`config.mk`:
```
export PLATFORM = sky130hd
export DESIGN_NAME = ceenc_top
export DESIGN_NICKNAME = d
export VERILOG_FILES = /design/src/include/ceenc_pkg.sv /design/src/rtl/ceenc_top.sv
export VERILOG_INCLUDE_DIRS = /design/src /design/src/include
export SDC_FILE = /design/constraint.sdc
export NUM_CORES = 1
export LEC_CHECK = 0
export BUFFER_PORTS_ARGS = -buffer_cell sky130_fd_sc_hd__buf_2
export CORE_MARGIN = 2
export CORE_UTILIZATION = 50
export CTS_CLUSTER_SIZE = 12
export DETAILED_ROUTE_END_ITERATION = 8
export GPL_TIMING_DRIVEN = 1
export PLACE_DENSITY = 0.86
export SETUP_SLACK_MARGIN = 0.1
export SYNTH_ARGS = -nofsm -noshare
export SYNTH_HDL_FRONTEND = slang
export SYNTH_SLANG_ARGS = --single-unit
```
`constraint.sdc`:
```
create_clock -name i_clk -period 4.8 [get_ports i_clk]
set_clock_uncertainty 0.15 [all_clocks]
set_input_delay 0.72 -clock i_clk [delete_from_list [all_inputs] [get_ports i_clk]]
set_output_delay 0.72 -clock i_clk [all_outputs]
set_load 0.02 [all_outputs]
```
`src/include/ceenc_regs.svh`:
```
// Offsets, field positions, encodings and reset values of the compound error code encoder
`ifndef CEENC_REGS_SVH
`define CEENC_REGS_SVH
`define CEENC_ADR_CTRL 8'h00
`define CEENC_ADR_CODE 8'h04
`define CEENC_ADR_COUNT 8'h08
`define CEENC_CTRL_RESET 2'h1
`define CEENC_CTRL_EN_BIT 0
`define CEENC_CTRL_FILT_BIT 1
`define CEENC_CODE_VALID_BIT 16
`define CEENC_CODE_BANK_LSB 20
`define CEENC_F_BIT 12
`define CEENC_KIND_GENERIC 2'h2
`define CEENC_LVL_GENERIC 2'h3
`define CEENC_REQ_ERR 4'h0
`define CEENC_REQ_RD 4'h1
`define CEENC_REQ_WR 4'h2
`define CEENC_REQ_DRD 4'h3
`define CEENC_REQ_DWR 4'h4
`define CEENC_REQ_IRD 4'h5
`define CEENC_REQ_CASTOUT 4'h7
`define CEENC_REQ_SNOOP 4'h8
`define CEENC_ROLE_GENERIC 2'h3
`define CEENC_SPACE_RESERVED 2'h1
`define CEENC_SPACE_OTHER 2'h3
`define CEENC_MEM_GENERIC 3'h0
`define CEENC_MEM_LAST 3'h4
`define CEENC_CHAN_NONE 4'hf
`define CEENC_TLB_MARK 8'h01
`define CEENC_CACHE_MARK 4'h1
`define CEENC_EXT_MARK 4'h2
`define CEENC_GEN_MARK 2'h3
`endif

```
`src/include/ceenc_pkg.sv`:
```
// Types shared by the compound error code encoder
package ceenc_pkg;
    typedef enum logic [2:0] {
        CEENC_CL_GENCACHE = 3'h0,
        CEENC_CL_TLB = 3'h1,
        CEENC_CL_MEMCTL = 3'h2,
        CEENC_CL_CACHE = 3'h3,
        CEENC_CL_EXTMEM = 3'h4,
        CEENC_CL_BUS = 3'h5
    } ceenc_class_t;
endpackage

```
`src/rtl/ceenc_top.sv`:
```
// Compound error code encoder with a classic Wishbone register slave
//
// The register addresses and the Wishbone interface to the registers were chosen for this implementation.
`timescale 1ns/100ps
`include "ceenc_regs.svh"

// Operation
// Transaction kind: instruction 00, data 01, generic 10
// Unknown transaction kind reports generic 10
// Kind and level only in TLB, cache, bus; the code puts kind in TLB and cache only, and level also in generic cache
// Level encodes 0,1,2 and generic 11
// Unknown level reports generic 11
// Request field encodes nine four-bit request kinds
// Unknown side gives generic read/write; unknown gives 0000
// Castout and snoop only for cache errors
// Role: originator, answering, witness, generic
// Time-out bit set only when request timed out
// Space: memory 00, I/O 10, other 11
// Bus form also carries level and request
// Memory transaction 000 to 100, rest reserved
// Channel 0000-1110, 1111 when unspecified
// Extended memory uses memory-controller encodings
// Channel identified together with reporting bank
// TLB and cache forms have fixed layouts
// Bus and memory forms have fixed layouts
// Bit 12 filter flag, ignored when uncorrected; the code never sets it in the generic cache form
// Never emit reserved space or memory values
module ceenc_top
    import ceenc_pkg::*;
#(
    parameter logic [3:0] BANK_ID = 4'h0
) (
    // Clock and reset
    input wire logic i_clk,
    input wire logic i_rst,
    // Wishbone slave
    input wire logic i_wb_cyc,
    input wire logic i_wb_stb,
    input wire logic i_wb_we,
    input wire logic [7:0] i_wb_adr,
    input wire logic [3:0] i_wb_sel,
    input wire logic [31:0] i_wb_dat,
    output logic [31:0] o_wb_dat,
    output logic o_wb_ack,
    // Error attributes from the detecting unit
    input wire logic i_err_valid,
    input wire ceenc_class_t i_class,
    input wire logic i_kind_known,
    input wire logic [1:0] i_transaction_kind,
    input wire logic i_level_known,
    input wire logic [1:0] i_hierarchy_level,
    input wire logic i_req_known,
    input wire logic i_side_known,
    input wire logic [3:0] i_request_kind,
    input wire logic [1:0] i_participation_role,
    input wire logic i_timed_out,
    input wire logic [1:0] i_memory_or_io_space,
    input wire logic [2:0] i_memory_transaction_kind,
    input wire logic i_chan_valid,
    input wire logic [3:0] i_channel_index,
    input wire logic i_filter,
    input wire logic i_uncorrected,
    // Encoded code
    output logic [15:0] o_code,
    output logic o_code_valid
);

    ////////////////////////////////////////////////////////////////////////////
    // Field functions

    function automatic logic [1:0] f_kind(input logic known, input logic [1:0] kind);
        // Code 11 has no meaning, so it also falls back to generic
        if (!known || kind == 2'h3) begin
            f_kind = `CEENC_KIND_GENERIC;
        end else begin
            f_kind = kind;
        end
    endfunction

    function automatic logic [1:0] f_level(input logic known, input logic [1:0] lvl);
        f_level = known ? lvl : `CEENC_LVL_GENERIC;
    endfunction

    function automatic logic [3:0] f_req(input logic is_cache, input logic known, input logic side,
                                         input logic [3:0] r);
        logic [3:0] v;
        v = r;
        if (!known || r > `CEENC_REQ_SNOOP) begin
            v = `CEENC_REQ_ERR;
        end else if (!side && (r == `CEENC_REQ_DRD || r == `CEENC_REQ_IRD)) begin
            v = `CEENC_REQ_RD;
        end else if (!side && r == `CEENC_REQ_DWR) begin
            v = `CEENC_REQ_WR;
        end
        if (!is_cache && (v == `CEENC_REQ_CASTOUT || v == `CEENC_REQ_SNOOP)) begin
            v = `CEENC_REQ_ERR;
        end
        f_req = v;
    endfunction

    function automatic logic [6:0] f_mem(input logic [2:0] m, input logic cv, input logic [3:0] ch);
        logic [2:0] mk;
        mk = (m > `CEENC_MEM_LAST) ? `CEENC_MEM_GENERIC : m;
        f_mem = {mk, cv ? ch : `CEENC_CHAN_NONE};
    endfunction

    ////////////////////////////////////////////////////////////////////////////
    // Encoder

    logic [1:0] ctrl_reg;
    logic [1:0] ctrl_next;
    logic [15:0] code_reg;
    logic [15:0] code_next;
    logic code_valid_reg;
    logic code_valid_next;
    logic sticky_reg;
    logic sticky_next;
    logic [15:0] count_reg;
    logic [15:0] count_next;
    logic [31:0] wb_dat_reg;
    logic [31:0] wb_dat_next;
    logic wb_ack_reg;
    logic wb_ack_next;
    logic capture;
    logic bus_req;
    logic [1:0] kind_f;
    logic [1:0] lvl_f;
    logic [3:0] req_f;
    logic [1:0] space_f;
    logic [6:0] mem_f;
    logic filt_f;
    logic [15:0] enc;

    assign capture = i_err_valid && ctrl_reg[`CEENC_CTRL_EN_BIT];
    assign bus_req = i_wb_cyc && i_wb_stb && !wb_ack_reg;

    always_comb begin
        kind_f = f_kind(i_kind_known, i_transaction_kind);
        lvl_f = f_level(i_level_known, i_hierarchy_level);
        req_f = f_req(i_class == CEENC_CL_CACHE, i_req_known, i_side_known, i_request_kind);
        // Extended memory shares the memory-controller field encodings
        mem_f = f_mem(i_memory_transaction_kind, i_chan_valid, i_channel_index);
        space_f = (i_memory_or_io_space == `CEENC_SPACE_RESERVED) ? `CEENC_SPACE_OTHER
                                                                 : i_memory_or_io_space;
        // Filtering means nothing for uncorrected errors, so never flag those
        filt_f = i_filter && !i_uncorrected && ctrl_reg[`CEENC_CTRL_FILT_BIT];
        enc = 16'h0000;
        unique case (i_class)
            CEENC_CL_GENCACHE: begin
                enc[3:0] = {`CEENC_GEN_MARK, lvl_f};
            end
            CEENC_CL_TLB: begin
                enc[11:0] = {`CEENC_TLB_MARK, kind_f, lvl_f};
            end
            CEENC_CL_MEMCTL: begin
                enc[7:0] = {1'b1, mem_f};
            end
            CEENC_CL_CACHE: begin
                enc[11:0] = {`CEENC_CACHE_MARK, req_f, kind_f, lvl_f};
            end
            CEENC_CL_EXTMEM: begin
                enc[11:0] = {`CEENC_EXT_MARK, 1'b1, mem_f};
            end
            CEENC_CL_BUS: begin
                // Bus form keeps level and request next to role, time-out and space
                enc[11:0] = {1'b1, i_participation_role, i_timed_out, req_f, space_f, lvl_f};
            end
            default: begin
                enc = 16'h0000;
            end
        endcase
        if (i_class != CEENC_CL_GENCACHE) begin
            enc[`CEENC_F_BIT] = filt_f;
        end
    end

    ////////////////////////////////////////////////////////////////////////////
    // Register next state

    always_comb begin
        ctrl_next = ctrl_reg;
        code_next = code_reg;
        code_valid_next = capture;
        sticky_next = sticky_reg;
        count_next = count_reg;
        wb_ack_next = bus_req;
        wb_dat_next = 32'h0000_0000;
        if (bus_req && i_wb_we) begin
            if (i_wb_adr == `CEENC_ADR_CTRL && i_wb_sel[0]) begin
                ctrl_next = i_wb_dat[1:0];
            end
            if (i_wb_adr == `CEENC_ADR_CODE && i_wb_sel[2] && i_wb_dat[`CEENC_CODE_VALID_BIT]) begin
                sticky_next = 1'b0;
            end
            if (i_wb_adr == `CEENC_ADR_COUNT && (|i_wb_sel[1:0])) begin
                count_next = 16'h0000;
            end
        end else if (bus_req) begin
            unique case (i_wb_adr)
                `CEENC_ADR_CTRL: wb_dat_next = {30'h0000_0000, ctrl_reg};
                // Bank number lets software tell apart channels that each controller counts from zero
                `CEENC_ADR_CODE: wb_dat_next = {8'h00, BANK_ID, 3'h0, sticky_reg, code_reg};
                `CEENC_ADR_COUNT: wb_dat_next = {16'h0000, count_reg};
                default: wb_dat_next = 32'h0000_0000;
            endcase
        end
        // A new code wins over a clear in the same cycle
        if (capture) begin
            code_next = enc;
            sticky_next = 1'b1;
            count_next = count_reg + 16'h0001;
        end
    end

    always_ff @(posedge i_clk or posedge i_rst) begin
        if (i_rst) begin
            ctrl_reg <= `CEENC_CTRL_RESET;
            code_reg <= 16'h0000;
            code_valid_reg <= 1'b0;
            sticky_reg <= 1'b0;
            count_reg <= 16'h0000;
            wb_dat_reg <= 32'h0000_0000;
            wb_ack_reg <= 1'b0;
        end else begin
            ctrl_reg <= ctrl_next;
            code_reg <= code_next;
            code_valid_reg <= code_valid_next;
            sticky_reg <= sticky_next;
            count_reg <= count_next;
            wb_dat_reg <= wb_dat_next;
            wb_ack_reg <= wb_ack_next;
        end
    end

    assign o_code = code_reg;
    assign o_code_valid = code_valid_reg;
    assign o_wb_dat = wb_dat_reg;
    assign o_wb_ack = wb_ack_reg;

    ////////////////////////////////////////////////////////////////////////////
    // Checks

    property p_tt_generic;
        @(posedge i_clk) disable iff (i_rst)
        capture && i_class == CEENC_CL_TLB && !i_kind_known |=> o_code[3:2] == 2'h2;
    endproperty
    a_tt_generic: assert property (p_tt_generic) else $error("unknown kind not generic");

    property p_lvl_generic;
        @(posedge i_clk) disable iff (i_rst)
        capture && (i_class == CEENC_CL_CACHE || i_class == CEENC_CL_BUS) && !i_level_known
            |=> o_code[1:0] == 2'h3;
    endproperty
    a_lvl_generic: assert property (p_lvl_generic) else $error("unknown level not generic");

    property p_req_unknown;
        @(posedge i_clk) disable iff (i_rst)
        capture && i_class == CEENC_CL_CACHE && !i_req_known |=> o_code[7:4] == 4'h0;
    endproperty
    a_req_unknown: assert property (p_req_unknown) else $error("unknown request not generic");

    property p_side_unknown;
        @(posedge i_clk) disable iff (i_rst)
        capture && i_class == CEENC_CL_CACHE && i_req_known && !i_side_known && i_request_kind == 4'h4
            |=> o_code[7:4] == 4'h2;
    endproperty
    a_side_unknown: assert property (p_side_unknown) else $error("data write not made generic");

    property p_castout_cache;
        @(posedge i_clk) disable iff (i_rst)
        capture && i_class == CEENC_CL_BUS |=> o_code[7:4] != 4'h7 && o_code[7:4] != 4'h8;
    endproperty
    a_castout_cache: assert property (p_castout_cache) else $error("castout or snoop on bus");

    property p_bus_form;
        @(posedge i_clk) disable iff (i_rst)
        capture && i_class == CEENC_CL_BUS |=> o_code[11] && o_code[3:2] != 2'h1
            && o_code[8] == $past(i_timed_out) && o_code[10:9] == $past(i_participation_role);
    endproperty
    a_bus_form: assert property (p_bus_form) else $error("bus form wrong");

    property p_mem_form;
        @(posedge i_clk) disable iff (i_rst)
        capture && i_class == CEENC_CL_EXTMEM && !i_chan_valid
            |=> o_code[11:7] == 5'h05 && o_code[6:4] <= 3'h4 && o_code[3:0] == 4'hf;
    endproperty
    a_mem_form: assert property (p_mem_form) else $error("memory form wrong");

    property p_tlb_form;
        @(posedge i_clk) disable iff (i_rst)
        capture && i_class == CEENC_CL_TLB |=> o_code[15:13] == 3'h0 && o_code[11:4] == 8'h01;
    endproperty
    a_tlb_form: assert property (p_tlb_form) else $error("tlb form wrong");

    property p_filter_uc;
        @(posedge i_clk) disable iff (i_rst)
        capture && i_uncorrected |=> !o_code[12];
    endproperty
    a_filter_uc: assert property (p_filter_uc) else $error("filter bit on uncorrected");

    property p_valid_pulse;
        @(posedge i_clk) disable iff (i_rst)
        capture ##1 !capture |-> o_code_valid ##1 !o_code_valid;
    endproperty
    a_valid_pulse: assert property (p_valid_pulse) else $error("valid pulse wrong");

endmodule

```
### Yosys cells after proc, flatten, opt, wreduce, memory -nomap -nowiden

Cells that the tools add are included.
W data, S select, Z words.

* $add $sub $neg: 1
* eq/ne operators: 14
* order comparisons: 2
* reductions and logical operators: 36
* multiplexer cells: 22

Operators by type and width (count)
* $pmux W17 S3: 1
* $mux W16: 3
* $mux W17: 2
* $pmux W4 S3: 2
* $mux W4: 5
* $add A16 B1 Y16 const B: 1
* $pmux W4 S4: 1
* $logic_and A1 B1 Y1: 13
* $eq A4 B3 Y1 const B: 3
* $eq A8 B3 Y1 const B: 1
* $eq A8 B4 Y1 const B: 1
* $logic_not A8 Y1: 1
* $reduce_or A2 Y1: 4
* $eq A3 B2 Y1 const B: 2
* $eq A3 B3 Y1 const B: 2
* $logic_not A1 Y1: 6
* $mux W2: 3
* $reduce_and A2 Y1: 3
* $reduce_bool A2 Y1: 3
* $eq A4 B2 Y1 const B: 1
* $eq A4 B4 Y1 const B: 1
* $gt A4 B4 Y1 const B: 1
* $logic_or A1 B1 Y1: 4
* $mux W1: 4
* 7 further kinds: 7

* flip-flop bits (word level): 66
* logic and storage cells: 82
* output and inout port bits: 50

### Logic depth before layout (Yosys ltp)

Gate-level depths: netlist of run 1.

* depth in word-level cells: 10
* depth in mapped cells: 6

### Worst setup path before layout of run 1

No wires, ideal clock.

* path kind: in2reg
* from: in i_wb_adr[1]
* to: reg ctrl_reg[1]
* slack: 2592 ps
* stages on the path: 4
* arrival time: 1930 ps
* library setup time: 128 ps
* buffers on the path: 0
* data required time: 4522 ps
* cells stage by stage: or4_4 -> nor3_4 -> nand4_1 -> mux2_1

* longest elaborated chain between the ends: 3

RTL lines
* from (decl): RTL line ceenc_top.sv:40 `input wire logic [7:0] i_wb_adr,`
* $logic_not A8 Y1
* $logic_and A1 B1 Y1: RTL line ceenc_top.sv:189 `` if (i_wb_adr == `CEENC_ADR_CTRL && i_wb_sel[0]) begin ``
* $reduce_and A2 Y1 (no line)
* to (signal assigned): RTL line ceenc_top.sv:217 `` ctrl_reg <= `CEENC_CTRL_RESET; ``
* to (signal assigned): RTL line ceenc_top.sv:225 `ctrl_reg <= ctrl_next;`
* to (decl): RTL line ceenc_top.sv:110 `logic [1:0] ctrl_reg;`

No other way between the ends.
A chain may end at the register's enable or synchronous reset.

### Worst setup path after layout of run 1

* from: in i_err_valid
* to: reg count_reg[2]

* longest elaborated chain between the ends: 3
* elaborated cells on any way between the ends: 5
* those cells by class: 1 x mux; 4 x reduce/logical

RTL lines
* from (decl): RTL line ceenc_top.sv:46 `input wire logic i_err_valid,`
* $logic_and A1 B1 Y1 (*): RTL line ceenc_top.sv:134 `` assign capture = i_err_valid && ctrl_reg[`CEENC_CTRL_EN_BIT]; ``
* $reduce_bool A2 Y1 (no line)
* $reduce_and A2 Y1 (no line)
* to (signal assigned): RTL line ceenc_top.sv:229 `count_reg <= count_next;`
* to (decl): RTL line ceenc_top.sv:118 `logic [15:0] count_reg;`

Every way passes the cells marked *; elsewhere a longest branch is shown, timed or not.

==> impl_metrics.csv, run 1 <==
group,metric,value,unit
final_layout,largest_reg_flops,17,
die,die_y,77.5,um
worst_setup_path,worstPathMaxFanout,28,
yosys,synthArstFlopShare,1.00,
yosys,synth.largest_area_cell,"dfrtp_1",
yosys,synth_xor_area_frac,0.00325,
global_route,antenna_found_initial,0,
yosys,synthMuxAreaShare,0.0158,
placed_design,hpwl,4470,um
timing,tns,0,ps
final_layout,final_core_utilization,0.609,
die,rows,26,
clocking,cts_root_buf,"clkbuf_8",
clocking,insertion_delay,310,ps
final_layout,seqCellArea,1280,sq um
timing,max_slew_margin,0.329,
die,dieWidth,77.5,um
timing,period_share,0.523,
global_route,grt_usage,0.198,
worst_setup_path,cp.required,4870,ps
power,p_int,0.000597,W
worst_setup_path,end_kind,"register",
detailed_routing,drcViolationCount,0,
detailed_routing,first_pass_iters,4,
clocking,clkTransAtPathRegs,80,ps
clocking,postCtsHoldBufs,0,
yosys,synth_edf_count,0,
final_layout,area_growth,16.8,%
detailed_routing,routed_wirelength,5820,um
final_layout,layout_common_cells,"buf_2 (81), dfrtp_1 (50), o21ai_0 (29), nand2_1 (26), nor2_1 (22)",
yosys,synth_top_family_by_area,"simple AND/OR/NAND/NOR gates",
power,total_leakage_power,1.52,nW
die,io_pins,130,
job,maxCapViolCount,0,
power,ir_drop,0.120,mV
global_route,grt_max_degree,52,
timing,worst_pin_slew,1010,ps
detailed_routing,drt-initial-drc-count,168,
yosys,syn_area_per_cell,9.71,sq um
min_path,hp-class,"reg2reg",
clocking,post-cts-setup-buffer-count,0,
die,core_area,5170,sq um
placed_design,port-buffer-count,81,
global_route,grt_overflow,0,
yosys,synth_area,2700,sq um
worst_setup_path,cp.arrival,2580,ps
final_layout,final_common_cell,"buf_2",
final_layout,multi_input_area,1270,sq um
final_layout,nets,436,
power,share_comb_of_total_power,0.109,
clocking,cts_buffers,5,
worst_setup_path,path_class,"in2reg",
power,total_power,0.000789,W
placed_design,gp_congestion,0.868,
yosys,synth_compound_area_frac,0.179,
die,start_util,0.522,
yosys,synth_top_area_frac,0.464,
worst_setup_path,timing.reg2reg.setup_slack,2430,ps
final_layout,diodes,0,
global_route,grt_pass1_wl,9520,um
yosys,synthSimpleGateAreaFrac,0.239,
yosys,synth_cells,278,
timing,drv_slew,0,
timing,fmax,399,MHz
yosys,ys_ff_latch,51,
clocking,cts_buffer_depth,2,
min_path,whs_path_depth,1,
detailed_routing,vias,2288,
clocking,h-tree-depth,2,
final_layout,drive_gt1_frac,0.323,
detailed_routing,antenna_left,0,
clocking,postCtsResizedCells,0,
yosys,yosysUniqueCellTypes,48,
yosys,synthTopCellsByArea,"dfrtp_1 (46%), buf_4 (5.6%), o21ai_0 (5.4%), a22oi_2 (4.2%), nand2_1 (3.6%)",
global_route,grt_pass1_vias,2098,
power,switching_share,0.244,
yosys,synth.yosys.seq_area_share,0.473,
power,power_switching,0.000192,W
detailed_routing,vias_per_cell,5.37,
timing,hold_viol,0,
timing,period_needed,2510,ps
timing,setup_viol_count_final,0,
timing,rsz0062_at_grt,"no",
worst_setup_path,start_kind,"input pin",
status,status,"complete, no violations",
clocking,clock_sinks,51,
worst_setup_path,rr_worst_depth,5,
power,seq_power_share,0.560,
yosys,yosysWarningCount,0,
detailed_routing,wl_per_cell,13.7,um
clocking,cts_tree,"yes",
yosys,ys.flop_type,"dfrtp_1",
power,clkPwrFrac,0.331,
power,p_per_area,250,nW/um^2
die,die_area,6000,sq um
yosys,synth-adder-area-share,0.00834,
final_layout,nFillCells,455,
-- final cells by class --
class                   count  share of cell area
flip-flops and latches     51               0.405
repair buffers             81               0.129
multi-input cells         213               0.403
clock buffers               8              0.0318
well taps                  70              0.0278
inverters                   3             0.00357
-- routing by layer --
layer | vias up | GRT usage | share of wire | routed length, um
li1 | 1120 | - | - | -
met1 | 1080 | 0.250 | 0.41 | 2410
met2 | 81 | 0.344 | 0.51 | 2950
met3 | 7 | 0.0465 | 0.070 | 407
met4 | 0 | 0.0464 | 0.0086 | 50
met5 | - | 0 | 0 | 0
-- per-stage QoR --
step | setup slack [ps] | cells | hold slack, ps | cell area [sq um]
final | 2290 | 426 | 331 | 3150
after global routing | 2040 | 426 | 381 | 3150
after CTS | 2270 | 426 | 334 | 3150
after detailed placement | 1950 | 418 | 315 | 3050
after global placement | 1980 | 418 | 306 | 3050
after floorplan | 2590 | 295 | 291 | 2760
-- cell families (layout without fill, tap and decap cells) --
kind of cell | count (synthesis) | count (layout)
simple gates | 117 | 117
buf+inv | 31 | 92
mux | 4 | 4
flops | 51 | 51
other cells | 1 | 18
xor+xnor | 1 | 1
compound gates | 71 | 71
fa+ha+maj | 2 | 2
-- worst paths after layout --
path	start	end
setup / recovery	i_err_valid	count_reg[2]
setup reg to reg	ctrl_reg[0]	count_reg[2]
max in group asynchronous	i_rst	o_wb_dat[0]
hold / removal	sticky_reg	sticky_reg
hold reg to reg	sticky_reg	sticky_reg
min in group asynchronous	i_rst	o_code[10]
-- critical path: stages --
cell and delay, ps:
buf_2 110, nand2_1 600, inv_1 420, a31oi_1 470, o21ai_0 150, o21ai_0 90
-- Yosys cell counts (2+ instances only) --
library cell   n
nor4b_1        2
o22ai_1        2
a21oi_1       13
o21ai_0       29
nand3_1       15
nor2_1        22
mux2i_1        2
clkbuf_1       6
and3_1         6
a22oi_2        9
nand2_1       26
nand4_1       11
dfrtp_1       50
nand2b_1       4
inv_1          3
o211ai_2       2
nor3b_1        7
a21o_1         2
or4_4          2
buf_4         20
nor2_2         9
a22oi_1        3
o31ai_1        3
nor3_1         2
nor2b_1        4
mux2_1         2
-- power by group through the flow --
stage,clock (W),sequential (W),combinational [W]
6_report,0.000261,0.000442,0.0000859
5_1_grt,0.000284,0.000443,0.0000957
4_1_cts,0.000266,0.000442,0.0000866
3_5_place_dp,0,0.000450,0.0000864
3_3_place_gp,0,0.000450,0.0000845
2_1_floorplan,0,0.000454,0.0000558
(Power assumes the default switching activity.)
==> inputs of run 2 (changes only) <==
--- a/config.mk
+++ b/config.mk
@@ -6,13 +6,14 @@
 export SDC_FILE = /design/constraint.sdc
 export NUM_CORES = 1
 export LEC_CHECK = 0
+export ABC_AREA = 1
 export BUFFER_PORTS_ARGS = -buffer_cell sky130_fd_sc_hd__buf_2
 export CORE_MARGIN = 2
-export CORE_UTILIZATION = 50
+export CORE_UTILIZATION = 43
 export CTS_CLUSTER_SIZE = 12
 export DETAILED_ROUTE_END_ITERATION = 8
 export GPL_TIMING_DRIVEN = 1
-export PLACE_DENSITY = 0.86
+export PLACE_DENSITY = 0.77
 export SETUP_SLACK_MARGIN = 0.1
 export SYNTH_ARGS = -nofsm -noshare
 export SYNTH_HDL_FRONTEND = slang
==> constraint.sdc (replaced) <==
create_clock -name i_clk -period 2.24 [get_ports i_clk]
set_clock_uncertainty 0.15 [all_clocks]
set_input_delay 0.336 -clock i_clk [delete_from_list [all_inputs] [get_ports i_clk]]
set_output_delay 0.336 -clock i_clk [all_outputs]
set_load 0.02 [all_outputs]
==> run 2 against run 1 <==
Compared with the run above: via count increased by 13%; combinational power increased to 3.3 times the previous value; worst setup slack got worse by 1700 ps; clock power increased by 91%; die area increased by 24%; synthesized cell count increased by 29%; cell area increased by 8.5%; flip-flop and latch count unchanged.
==> impl_metrics.csv, run 2 <==
group,metric,value,unit
status,status,"complete, no violations",
timing,drv_slew,0,
yosys,synth.largest_area_cell,"dfrtp_1",
yosys,synthTopCellsByCount,"nand2_1 (76), dfrtp_1 (50), inv_1 (50)",
yosys,synthTopCellsByArea,"dfrtp_1 (43%), nand2_1 (9.8%), inv_1 (6.5%), buf_4 (4.7%), nor2_1 (3.6%)",
yosys,yosysMostFrequentCell,"nand2_1",
final_layout,final_area,3420,sq um
final_layout,area_growth,17.7,%
final_layout,nets,526,
yosys,synth-adder-area-share,0.00431,
detailed_routing,vias_per_cell,4.95,
yosys,yosysWarningCount,0,
job,maxCapViolCount,0,
die,core_area,6460,sq um
worst_setup_path,crit_buf_inv,0,
yosys,synthMuxAreaShare,0.00689,
placed_design,port-buffer-count,81,
detailed_routing,antenna_left,0,
final_layout,layout_common_cells,"buf_2 (81), nand2_1 (76), dfrtp_1 (50), inv_1 (49), nor2_1 (28)",
global_route,grt_max_degree,22,
yosys,synth_top_family_by_area,"simple AND/OR/NAND/NOR gates",
yosys,syn_area_per_cell,8.09,sq um
global_route,antenna_found_initial,0,
worst_setup_path,end_kind,"register",
final_layout,diodes,0,
yosys,synth_edf_count,0,
global_route,grt_overflow,0,
final_layout,final_common_cell,"buf_2",
yosys,ys.flop_type,"dfrtp_1",
worst_setup_path,path_class,"reg2reg",
die,rows,29,
placed_design,hpwl,5250,um
yosys,synth_area,2910,sq um
placed_design,gp_congestion,0.886,
clocking,cts_tree,"yes",
clocking,post-cts-setup-buffer-count,0,
die,start_util,0.450,
detailed_routing,first_pass_iters,4,
worst_setup_path,crit_family,"simple AND/OR/NAND/NOR gates",
yosys,synth_compound_area_frac,0.128,
die,io_pins,130,
clocking,insertion_delay,300,ps
worst_setup_path,worstPathMaxFanout,4,
worst_setup_path,slowest_delay,380,ps
timing,hold_viol,0,
timing,period_share,0.752,
die,die_y,86.2,um
timing,rsz0062_at_grt,"no",
timing,fmax,594,MHz
clocking,clock_sinks,51,
yosys,synthSimpleGateAreaFrac,0.276,
worst_setup_path,crit_path_top_delay_cell,"dfrtp_1",
detailed_routing,vias,2591,
detailed_routing,drcViolationCount,0,
yosys,synth_top_area_frac,0.431,
timing,tns,0,ps
die,die_area,7430,sq um
worst_setup_path,path_cells,"ha_1 -> nand2_2 -> nor3_4 -> nand3_2 -> nor2_2 -> nand3_1 -> a21boi_1",
clocking,cts_buffers,5,
timing,period_needed,1680,ps
final_layout,drive_gt1_frac,0.300,
yosys,synthArstFlopShare,1.00,
die,dieWidth,86.2,um
clocking,h-tree-depth,2,
placed_design,dpl_cell_area,3330,sq um
global_route,grt_pass1_vias,2421,
timing,setup_viol_count_final,0,
clocking,cts_buffer_depth,2,
worst_setup_path,start_kind,"register",
final_layout,largest_reg_flops,17,
detailed_routing,routed_wirelength,6590,um
worst_setup_path,cp.required,2280,ps
detailed_routing,drt-initial-drc-count,145,
detailed_routing,wl_per_cell,12.6,um
clocking,postCtsHoldBufs,1,
global_route,grt_usage,0.182,
yosys,synth.yosys.seq_area_share,0.440,
clocking,clkTransAtPathRegs,90,ps
timing,hold_slack,61.4,ps
clocking,postCtsResizedCells,0,
power,total_power,0.00176,W
yosys,synth_cells,359,
global_route,grt_pass1_wl,10900,um
clocking,cts_root_buf,"clkbuf_8",
yosys,yosysUniqueCellTypes,42,
power,total_leakage_power,1.79,nW
yosys,ys_ff_latch,51,
power,ir_drop,0.203,mV
min_path,hp-class,"in2reg",
power,p_per_area,514,nW/um^2
worst_setup_path,cp.arrival,1720,ps
yosys,synth_xor_area_frac,0.00603,
-- run 2: changes by cell type after synthesis, sizes merged, moves of 7 or more --
cell	before	now
nor2	31	38
nor3	3	12
nor3b	7	0
nand2	26	81
o22ai	2	9
a22oi	12	0
inv	3	54
-- run 2: logic make-up after synthesis --
logic type | after synthesis
xor+xnor | 2
flops | 51
fa+ha+maj | 1
mux | 2
simple gates | 162
buf+inv | 81
compound gates | 59
other cells | 1
-- run 2: power by group --
group / switching, W / internal (W)
clock: 0.000280 / 0.000220
combinational: 0.000192 / 0.0000937
sequential: 0.0000235 / 0.000949
-- run 2: final timing paths --
check / depth (start not counted) / slack, ps / startpoint / endpoint
max in group asynchronous: 4 / 950 / i_rst / o_wb_dat[5]
setup reg to reg: 7 / 560 / count_reg[0] / count_reg[12]
hold reg to reg: 1 / 340 / count_reg[14] / count_reg[14]
min in group asynchronous: 3 / 420 / i_rst / o_wb_dat[12]
setup / recovery: 7 / 560 / count_reg[0] / count_reg[12]
hold / removal: 2 / 60 / i_uncorrected / o_code[12]
-- run 2: area by class of cell --
class / instances / area, sq um
Fill cell: 612 / 3040
Timing Repair Buffer: 87 / 453
Inverter: 56 / 218
Tap cell: 77 / 96.3
Sequential cell: 51 / 1280
Clock inverter: 1 / 5.00
Clock buffer: 7 / 76.3
Multi-Input combinational cell: 244 / 1290
-- run 2: per-stage QoR --
stage / utilization / setup slack [ps] / cells
2_1_floorplan: - / 526 / 376
3_3_place_gp: 0.515 / 459 / 514
3_5_place_dp: 0.515 / 427 / 514
4_1_cts: 0.529 / 558 / 523
5_1_grt: 0.529 / 438 / 523
6_report: 0.529 / 556 / 523
-- run 2: layer usage --
metal / global-route usage / part of all wire
met2: 0.300 / 0.49
met3: 0.0305 / 0.059
met4: 0.0682 / 0.024
met1: 0.241 / 0.43
met5: 0 / 0
==> inputs of run 3 (changes only) <==
==> constraint.sdc (replaced) <==
create_clock -name i_clk -period 1.4 [get_ports i_clk]
set_clock_uncertainty 0.15 [all_clocks]
set_input_delay 0.21 -clock i_clk [delete_from_list [all_inputs] [get_ports i_clk]]
set_output_delay 0.21 -clock i_clk [all_outputs]
set_load 0.02 [all_outputs]
==> run 3 against run 2 <==
Compared with the run above: the flow now finishes with violations (negative setup slack); hold slack got worse by 34 ps; cell count increased by 9.9%; power is 76% higher; global-route usage increased by 3.9 points; largest power group unchanged.
==> impl_metrics.csv, run 3 (synthesized netlist as in run 2, its figures left out) <==
group,metric,value,unit
final_layout,final_area,4340,sq um
detailed_routing,first_pass_iters,4,
worst_setup_path,path_class,"reg2reg",
clocking,h-tree-depth,2,
timing,period_needed,1620,ps
worst_setup_path,timing.reg2reg.setup_slack,-220,ps
die,core_area,6460,sq um
worst_setup_path,crit_family,"simple AND/OR/NAND/NOR gates",
global_route,grt_usage,0.220,
timing,drv_slew,0,
final_layout,layout_common_cells,"buf_2 (80), nand2_1 (53), dfrtp_1 (48), inv_1 (44), buf_4 (33)",
power,ir_drop,0.384,mV
worst_setup_path,rr_worst_depth,7,
status,violations,"negative setup slack",
clocking,cts_buffers,5,
placed_design,hpwl,5800,um
worst_setup_path,worstPathMaxFanout,4,
timing,rsz0062_at_grt,"yes",
detailed_routing,drt-initial-drc-count,237,
timing,tns,-1340,ps
final_layout,drive_gt1_frac,0.502,
clocking,cts_root_buf,"clkbuf_8",
die,die_area,7430,sq um
final_layout,nets,578,
timing,setup_viol_count_final,20,
worst_setup_path,end_kind,"register",
final_layout,diodes,0,
detailed_routing,vias,3054,
power,total_leakage_power,2.18,nW
detailed_routing,antenna_left,0,
placed_design,dpl_cell_area,3630,sq um
clocking,insertion_delay,310,ps
global_route,antenna_found_initial,0,
timing,period_share,1.15,
detailed_routing,vias_per_cell,5.31,
final_layout,largest_reg_flops,17,
worst_setup_path,r2r-start,"count_reg[0]",
die,io_pins,130,
global_route,grt_overflow,0,
power,total_power,0.00310,W
global_route,grt_pass1_vias,2813,
worst_setup_path,cp.arrival,1670,ps
detailed_routing,drcViolationCount,0,
worst_setup_path,slowest_delay,360,ps
global_route,grt_pass1_wl,12900,um
job,maxCapViolCount,0,
worst_setup_path,crit_path_top_delay_cell,"dfrtp_1",
worst_setup_path,cp.required,1450,ps
placed_design,dp.cells,546,
final_layout,final_cells,575,
min_path,whs_path_depth,3,
placed_design,port-buffer-count,81,
detailed_routing,wl_per_cell,15.5,um
worst_setup_path,path_cells,"ha_2 -> nand2_4 -> nor3_4 -> nand3_2 -> nor2_4 -> nand3_1 -> a21boi_1",
timing,setup_ws,-217,ps
die,dieWidth,86.2,um
final_layout,final_core_utilization,0.672,
clocking,clock_sinks,51,
detailed_routing,routed_wirelength,8890,um
clocking,cts_buffer_depth,2,
placed_design,gp_congestion,0.894,
power,p_per_area,714,nW/um^2
worst_setup_path,start_kind,"register",
clocking,cts_tree,"yes",
clocking,clkTransAtPathRegs,90,ps
status,status,"finished, violations left",
die,die_y,86.2,um
timing,fmax,619,MHz
final_layout,final_common_cell,"buf_2",
worst_setup_path,worstSetupStartpoint,"count_reg[0]",
min_path,min_from,"i_timed_out",
min_path,whs_endpoint,"o_code[8]",
final_layout,area_growth,49.3,%
die,rows,29,
worst_setup_path,crit_buf_inv,0,
min_path,hp-class,"in2reg",
worst_setup_path,r2r_end,"count_reg[12]",
timing,hold_viol,0,
die,start_util,0.450,
global_route,grt_max_degree,19,
## run 3: layout make-up
| cell class | count | area (sq um) |
|---|---|---|
| clock buffers | 7 | 86.3 |
| clock inverters | 1 | 5.00 |
| fillers | 447 | 2120 |
| inverters | 56 | 236 |
| multi-input cells | 246 | 1670 |
| flip-flops and latches | 51 | 1280 |
| well taps | 77 | 96.3 |
| repair buffers | 137 | 967 |
## run 3: worst reg2reg max path: cells and delay by family, from the launching register on
family                     cells  cell delay (ps)
and+or+nand+nor                5              630
adders and majority gates      1              210
DFF                            1              360
AOI/OAI and AO/OA              1              150
## run 3: report_power, final
part | internal, W | switching, W | leakage, nW
clock network | 0.000400 | 0.000486 | 0.0482
logic | 0.000256 | 0.000397 | 1.49
registers | 0.00152 | 0.0000373 | 0.638
total | 0.00217 | 0.000921 | 2.18
## run 3: worst max path at each step
stage	endpoint	cells past startpoint	slack, ps
global route	count_reg[12]	7	-260
detailed placement	count_reg[12]	7	-130
global placement	ctrl_reg[1]	7	-130
CTS	count_reg[12]	7	-130
floorplan	count_reg[7]	6	-30
finish	count_reg[12]	7	-220
## run 3: layer usage
layer | global-route usage | wire length, um | up-vias
met4 | 0.0810 | 197 | 0
met3 | 0.0352 | 490 | 18
met2 | 0.388 | 4720 | 143
li1 | - | - | 1407
met1 | 0.273 | 3480 | 1486
met5 | 0 | 0 | -
## run 3: timing repair
item / 4_1_cts / 5_1_grt
cloned: 3 / 1
hold buffers: 5 / 0
endpoints found under the setup margin: 47 / 48
resized for setup: 48 / 73
endpoints found under the hold margin: 22 / 0
pin swaps: 16 / 25
setup buffers: 5 / 7
## run 3: stage by stage
stage	hold WS, ps	setup WS [ps]
global route	42.6	-263
floorplan	108	-34.9
finish	27.5	-217
CTS	29.0	-127
global placement	36.6	-134
detailed placement	40.7	-134
